--- config.mk ---
export PLATFORM = sky130hd
export DESIGN_NAME = flash_ctrl_security_regs
export DESIGN_NICKNAME = d
export VERILOG_FILES = /design/src/pkg/flash_regs_pkg.sv /design/src/rtl/flash_ctrl_security_regs.sv
export SDC_FILE = /design/constraint.sdc
export NUM_CORES = 1
export LEC_CHECK = 0
export BUFFER_PORTS_ARGS = -buffer_cell sky130_fd_sc_hd__buf_4
export CORE_MARGIN = 4
export CORE_UTILIZATION = 30
export DETAILED_ROUTE_END_ITERATION = 16
export PLACE_DENSITY_LB_ADDON = 0.3
export SYNTH_ARGS = -nofsm -noshare
export SYNTH_HDL_FRONTEND = slang
export SYNTH_SLANG_ARGS = --single-unit
--- constraint.sdc ---
create_clock -name sys_clk -period 4.96 [get_ports sys_clk]
set_input_delay 0.496 -clock sys_clk [delete_from_list [all_inputs] [get_ports sys_clk]]
set_output_delay 0.496 -clock sys_clk [all_outputs]
set_load 0.02 [all_outputs]
--- src/pkg/flash_regs_pkg.sv ---
// Constants for the flash front register bank.
package flash_regs_pkg;
    localparam logic [7:0] OFS_CLKDIV = 8'h00;
    localparam logic [7:0] OFS_SEC = 8'h01;
    localparam logic [7:0] OFS_TEST = 8'h02;
    localparam logic [7:0] OFS_CFG = 8'h03;
    localparam logic [7:0] OFS_IRQ_STATUS = 8'h10;
    localparam logic [7:0] OFS_IRQ_MASK = 8'h11;
    localparam int BIT_LOADED = 7;
    localparam int BIT_PRESCALE = 6;
    localparam int BIT_BUF_IE = 7;
    localparam int BIT_CMD_IE = 6;
    localparam int BIT_KEY_WRITE_ACCESS = 5;
    localparam logic [1:0] KEY_ENABLED = 2'h2;
    localparam logic [1:0] SEC_UNSECURED = 2'h2;
    localparam logic [6:0] DIV_RESET = 7'h00;
    localparam logic [2:0] CFG_RESET = 3'h0;
    localparam logic [7:0] SEC_RESET = 8'h00;
    localparam logic [1:0] IRQ_RESET = 2'h0;
    localparam logic [2:0] PRESCALE_LAST = 3'h7;
    localparam logic [2:0] PRE_RESET = 3'h0;
    localparam logic [5:0] FDIV_RESET = 6'h00;
    localparam logic [7:0] RDATA_RESET = 8'h00;
    localparam logic SECURED_RESET = 1'b1;
endpackage

--- src/rtl/flash_ctrl_security_regs.sv ---
// Flash front register bank: clock divider, security byte, configuration.
//
// Local design decision: the strobed register port.
`timescale 1ns/1ns
`default_nettype none
module flash_ctrl_security_regs
    import flash_regs_pkg::*;
(
    input wire logic sys_clk, // Bus clock, 25 MHz.
    input wire logic rst, // Asynchronous reset, active high.
    input wire logic [7:0] addr, // Register address.
    input wire logic [7:0] wdata, // Write data.
    input wire logic wr_stb, // Write strobe.
    input wire logic rd_stb, // Read strobe.
    output logic [7:0] rdata, // Read data, valid the cycle after rd_stb.
    input wire logic osc_clk_in, // Oscillator clock sampled as a level.
    input wire logic cfg_load, // Pulse: load security byte from configuration.
    input wire logic [7:0] cfg_sec_byte, // Configuration byte value.
    input wire logic backdoor_unsecure, // Pulse: backdoor key access succeeded.
    input wire logic buffer_empty_flag, // Command buffer empty level.
    input wire logic cmd_complete_flag, // Command complete level.
    output logic flash_clk_tick, // One-cycle pulse per flash clock period.
    output logic [7:0] divider_value, // Divider register contents.
    output logic key_access_en, // Backdoor key enable state.
    output logic secured, // Device secured level.
    output logic array_key_mode, // Array writes taken as key words.
    output logic array_read_invalid, // Array reads return invalid data.
    output logic irq // Level interrupt request.
);
    logic [6:0] div_q;
    logic loaded_q;
    logic [7:0] sec_q;
    logic [2:0] cfg_q;
    logic [1:0] irq_st_q;
    logic [1:0] irq_mask_q;
    logic [7:0] rdata_q;
    logic osc_s1_q, osc_s2_q, osc_s3_q;
    logic [2:0] pre_q;
    logic [5:0] fdiv_q;
    logic tick_q;
    logic irq_q;
    logic buf_s1_q, buf_s2_q, cmd_s1_q, cmd_s2_q;
    logic bu_s1_q, bu_s2_q;

    wire wr_div = wr_stb && (addr == OFS_CLKDIV);
    wire wr_cfg = wr_stb && (addr == OFS_CFG);
    wire wr_mask = wr_stb && (addr == OFS_IRQ_MASK);
    wire rd_status = rd_stb && (addr == OFS_IRQ_STATUS);
    wire key_en = (sec_q[7:6] == KEY_ENABLED);
    wire osc_rise = osc_s2_q && !osc_s3_q;
    wire pre_done = !div_q[BIT_PRESCALE] || (pre_q == PRESCALE_LAST);
    wire pre_tick = osc_rise && pre_done;
    wire fdiv_done = (fdiv_q == div_q[5:0]);
    wire [1:0] ev = {buf_s2_q && cfg_q[2], cmd_s2_q && cfg_q[1]};
    wire [1:0] st_d = (rd_status ? IRQ_RESET : irq_st_q) | ev;
    wire [7:0] rd_mux =
        (addr == OFS_CLKDIV) ? {loaded_q, div_q} :
        (addr == OFS_SEC) ? sec_q :
        (addr == OFS_TEST) ? 8'h00 :
        (addr == OFS_CFG) ? {cfg_q, 5'h00} :
        (addr == OFS_IRQ_STATUS) ? {6'h00, irq_st_q} :
        (addr == OFS_IRQ_MASK) ? {6'h00, irq_mask_q} : 8'h00;

    always_ff @(posedge sys_clk or posedge rst) begin
        if (rst) begin
            osc_s1_q <= 1'b0;
            osc_s2_q <= 1'b0;
            osc_s3_q <= 1'b0;
            buf_s1_q <= 1'b0;
            buf_s2_q <= 1'b0;
            cmd_s1_q <= 1'b0;
            cmd_s2_q <= 1'b0;
            bu_s1_q <= 1'b0;
            bu_s2_q <= 1'b0;
        end else begin
            osc_s1_q <= osc_clk_in;
            osc_s2_q <= osc_s1_q;
            osc_s3_q <= osc_s2_q;
            buf_s1_q <= buffer_empty_flag;
            buf_s2_q <= buf_s1_q;
            cmd_s1_q <= cmd_complete_flag;
            cmd_s2_q <= cmd_s1_q;
            bu_s1_q <= backdoor_unsecure;
            bu_s2_q <= bu_s1_q;
        end
    end

    always_ff @(posedge sys_clk or posedge rst) begin
        if (rst) begin
            div_q <= DIV_RESET;
            loaded_q <= 1'b0;
        end else if (wr_div && !loaded_q) begin
            div_q <= wdata[6:0];
            loaded_q <= 1'b1;
        end
    end

    // The security byte clears during reset and loads from the configuration byte on cfg_load.
    always_ff @(posedge sys_clk or posedge rst) begin
        if (rst) begin
            sec_q <= SEC_RESET;
        end else if (cfg_load) begin
            sec_q <= cfg_sec_byte;
        end else if (bu_s2_q) begin
            sec_q[1:0] <= SEC_UNSECURED;
        end
    end

    always_ff @(posedge sys_clk or posedge rst) begin
        if (rst) begin
            cfg_q <= CFG_RESET;
        end else if (wr_cfg) begin
            cfg_q[2] <= wdata[BIT_BUF_IE];
            cfg_q[1] <= wdata[BIT_CMD_IE];
            if (key_en) begin
                cfg_q[0] <= wdata[BIT_KEY_WRITE_ACCESS];
            end
        end
    end

    // Flash timing clock: prescaler then six-bit divider, no ticks before load.
    always_ff @(posedge sys_clk or posedge rst) begin
        if (rst) begin
            pre_q <= PRE_RESET;
            fdiv_q <= FDIV_RESET;
            tick_q <= 1'b0;
        end else begin
            tick_q <= 1'b0;
            if (osc_rise) begin
                pre_q <= pre_done ? 3'h0 : pre_q + 3'h1;
            end
            if (pre_tick && loaded_q) begin
                fdiv_q <= fdiv_done ? 6'h00 : fdiv_q + 6'h01;
                tick_q <= fdiv_done;
            end
        end
    end

    always_ff @(posedge sys_clk or posedge rst) begin
        if (rst) begin
            irq_st_q <= IRQ_RESET;
            irq_mask_q <= IRQ_RESET;
            irq_q <= 1'b0;
            rdata_q <= RDATA_RESET;
        end else begin
            irq_st_q <= st_d;
            if (wr_mask) begin
                irq_mask_q <= wdata[1:0];
            end
            irq_q <= |(st_d & (wr_mask ? wdata[1:0] : irq_mask_q));
            rdata_q <= rd_stb ? rd_mux : 8'h00;
        end
    end

    logic [7:0] divv_q;
    logic keyen_q, secd_q, keym_q;
    always_ff @(posedge sys_clk or posedge rst) begin
        if (rst) begin
            divv_q <= 8'h00;
            keyen_q <= 1'b0;
            secd_q <= SECURED_RESET;
            keym_q <= 1'b0;
        end else begin
            divv_q <= {loaded_q, div_q};
            keyen_q <= key_en;
            secd_q <= (sec_q[1:0] != SEC_UNSECURED);
            keym_q <= cfg_q[0];
        end
    end

    assign rdata = rdata_q;
    assign flash_clk_tick = tick_q;
    assign divider_value = divv_q;
    assign key_access_en = keyen_q;
    assign secured = secd_q;
    assign array_key_mode = keym_q;
    assign array_read_invalid = keym_q;
    assign irq = irq_q;
endmodule
`default_nettype wire

==> summary.md <==
| Metric | Value |
|---|---|
| Mux share of post-synthesis cell area | `12.3%` |
| Worst EP arrival | `2.08 ns` |
| Seq/Total Area, Yosys | `62.2%` |
| Initial DRT Pass Iterations | `4` |
| GRT Resource Usage Total | `11.5%` |
| Hpwl dp | `3940 um` |
| Power Total | `1210 uW` |
| Clk slew on worst S/H paths | `0.08 ns` |
| GRT overflow | `0` |
| Vias in the first global route | `1675` |
| Post-synthesis average cell area | `12.7 sq um` |
| GPL Wtd Cong | `0.790` |
| Hold_buf cts | `0` |
| Clock latency on the worst-skew pair | `0.33 ns` |
| ANT nets after route | `0` |
| Initial DRC count | `91` |
| Final hold viol count | `0` |
| Worst EP required | `5.18 ns` |
| Fillers | `789` |
| Minimum clock period | `1.86 ns` |
| Status | `finished clean` |
| CTS Buffer Depth | `2` |
| PostCTS Resize Cnt | `0` |
| Main combinational cell family by area after synthesis | `simple AND/OR/NAND/NOR gates` |
| Grt met1 use | `15.9%` |
| Met2 Track Usage GR | `17.0%` |
| Worst hold path class | `in -> reg` |
| Post-synth top area share | `61.2%` |
| ANT cells | `0` |
| Max Clk Rate | `537 MHz` |
| Final Cycle Share | `37.6%` |
| Share of synthesized registers carrying an async set or reset | `100%` |
| Setup repair after global routing missed its margin | `false` |
| Fin. max-slew vios | `0` |
| Final Hold Slack | `0.265 ns` |
| Slew @ Worst Pin | `0.762 ns` |
| Cts bufs inserted | `9` |
| Post-synth top cells | `dfrtp_1, mux2_2, nand2_1` |
| CP endpoint kind | `register` |
| Synthesized net count | `233` |
| Count of different cell masters after synthesis | `35` |
| Met3 GRT Util | `2.95%` |
| Setup TNS | `0 ns` |
| Via count | `1652` |
| # DRC | `0` |
| Die Area | `9840 sq um` |
| Startpoint types | `input pin` |
| Share of layout cells above drive strength 1 | `37.8%` |
| Largest net degree at the start of global routing | `63` |
| Synth Flop Type | `dfrtp_1` |
| Netlist Area Pre-Place | `2500 sq um` |
| Buffers on Ports | `54` |
| Final setup viols | `0` |
| Fin worst setup slack | `3.10 ns` |
| Drt via density | `4.50` |
| Post-synthesis adder-cell area fraction | `1.50%` |
| Final nets | `293` |
| Final wirelength | `5410 um` |
| Layout area overhead | `30.6%` |
| Setup Skew | `0.0122 ns` |
| Initial antenna violation count | `0` |
| Synth warn | `0` |
| FF+latch count, synth | `62` |
| CTS tree | `built` |
| Worst R2R Setup Slack | `3.42 ns` |
| I/O pin cnt | `55` |
| Die width | `99.2 um` |
| Max-cap viol count | `0` |
| CTS sink cnt | `62` |
| Clock root buffer | `clkbuf_8` |
| Slew HR | `49.2%` |
| Cell taking the most area after synthesis | `dfrtp_1` |
| Die Span Y | `99.2 um` |
| Place WS | `2.77 ns` |
| Top post-synthesis cells by area | `dfrtp_1, mux2_2, mux2i_1` |
| Initial Utilization | `30.7%` |
| Pwr/cell area | `370 nW/um^2` |
| Post-CTS setup buffers | `0` |
| FP Rows | `33` |
| H-tree levels | `3` |
| Synth Area in Simple Gates | `13.7%` |
| Compound-cell area share of the yosys netlist | `6.82%` |
| Pleak | `0.00154 uW` |
| Cell with the most instances after synthesis | `dfrtp_1` |
| Synthesized instance count | `197` |
| Busiest grt layer | `met2` |
| CP Max Fanout | `4` |
| Core Area | `8130 sq um` |
| First-pass GRT wire length | `8710 um` |
| Crit Path Category | `in -> reg` |
| Synth Area in XOR/XNOR | `2.11%` |
| Number of flops mapped to enable cells by yosys | `0` |
| Routed wire per std cell | `14.7 um` |
| Peak VDD IR | `0.173 mV` |
[report_power, final]
part	internal [uW]	total (uW)	switching, uW
clock	335	535	199
sequential	535	555	19.3
combinational	55.3	116	60.5
[worst paths after layout]
path,startpoint,endpoint,cells after the start
max in group asynchronous,rst,rdata[3],3
worst max register to register,pre_q[0],fdiv_q[2],6
worst max-delay path,addr[5],irq,5
min in group asynchronous,rst,divider_value[4],3
worst min register to register,buf_s1_q,buf_s2_q,0
worst min-delay path,osc_clk_in,osc_s1_q,1
[critical path, stage by stage]
cell and delay (ns):
buf_4 0.12, or4b_1 0.53, nor3_1 0.32, mux2_2 0.39, a22o_1 0.23
[layout make-up]
type / count / area [sq um] / area share, %
sequential: 62 / 1550 / 47.6
timing repair buffer: 55 / 413 / 12.7
clock inverter: 7 / 123 / 3.76
multi-input combinational: 127 / 910 / 27.9
clock buffer: 9 / 124 / 3.80
tap: 105 / 131 / 4.03
inverter: 2 / 7.51 / 0.230
[stage by stage]
stage | cell area (sq um) | util [%] | std cells
floorplan | 2500 | - | 197
global route | 3260 | 40.1 | 367
global placement | 3010 | 37.1 | 351
CTS | 3260 | 40.1 | 367
detailed placement | 3010 | 37.1 | 351
finish | 3260 | 40.1 | 367
[layer usage]
metal | part of all wire (%) | vias up
li1 | - | 826
met1 | 47 | 787
met2 | 48 | 35
met3 | 4.1 | 4
met4 | 0.94 | 0
met5 | 0 | -
[state kept, by name (all words and copies together) (netlist names), 2 cells and up]
| register | cells |
|---|---|
| div_q | 7 |
| irq_st_q | 2 |
| divider_value | 8 |
| pre_q | 3 |
| cfg_q | 3 |
| fdiv_q | 6 |
| irq_mask_q | 2 |
| sec_q | 8 |
| rdata | 8 |
[placed cells by master, fill, tap and decap left out, types with 5 or more instances in the layout]
cell type / Yosys / routed
nor2_1: 14 / 14
a21oi_1: 5 / 5
nand2_1: 15 / 15
dfrtp_1: 61 / 61
mux2i_1: 6 / 6
mux2_2: 22 / 22
buf_4: 1 / 55
nor4_1: 6 / 6
o21ai_0: 8 / 8
nor3_1: 7 / 7
nand3_1: 5 / 5
xnor2_1: 6 / 6
a22o_1: 5 / 5
clkbuf_8: 0 / 9
[cells by family (layout without fill, tap and decap cells)]
| group | Yosys count | count (layout) |
|---|---|---|
| AO/OA/AOI/OAI | 25 | 25 |
| AND/OR/NAND/NOR | 65 | 65 |
| adder cells (fa/ha/maj) | 3 | 3 |
| flip-flops | 62 | 62 |
| buffers and inverters | 8 | 73 |
| XOR/XNOR | 6 | 6 |
| multiplexers | 28 | 28 |
Note: power is estimated with default switching activity, not from simulation.
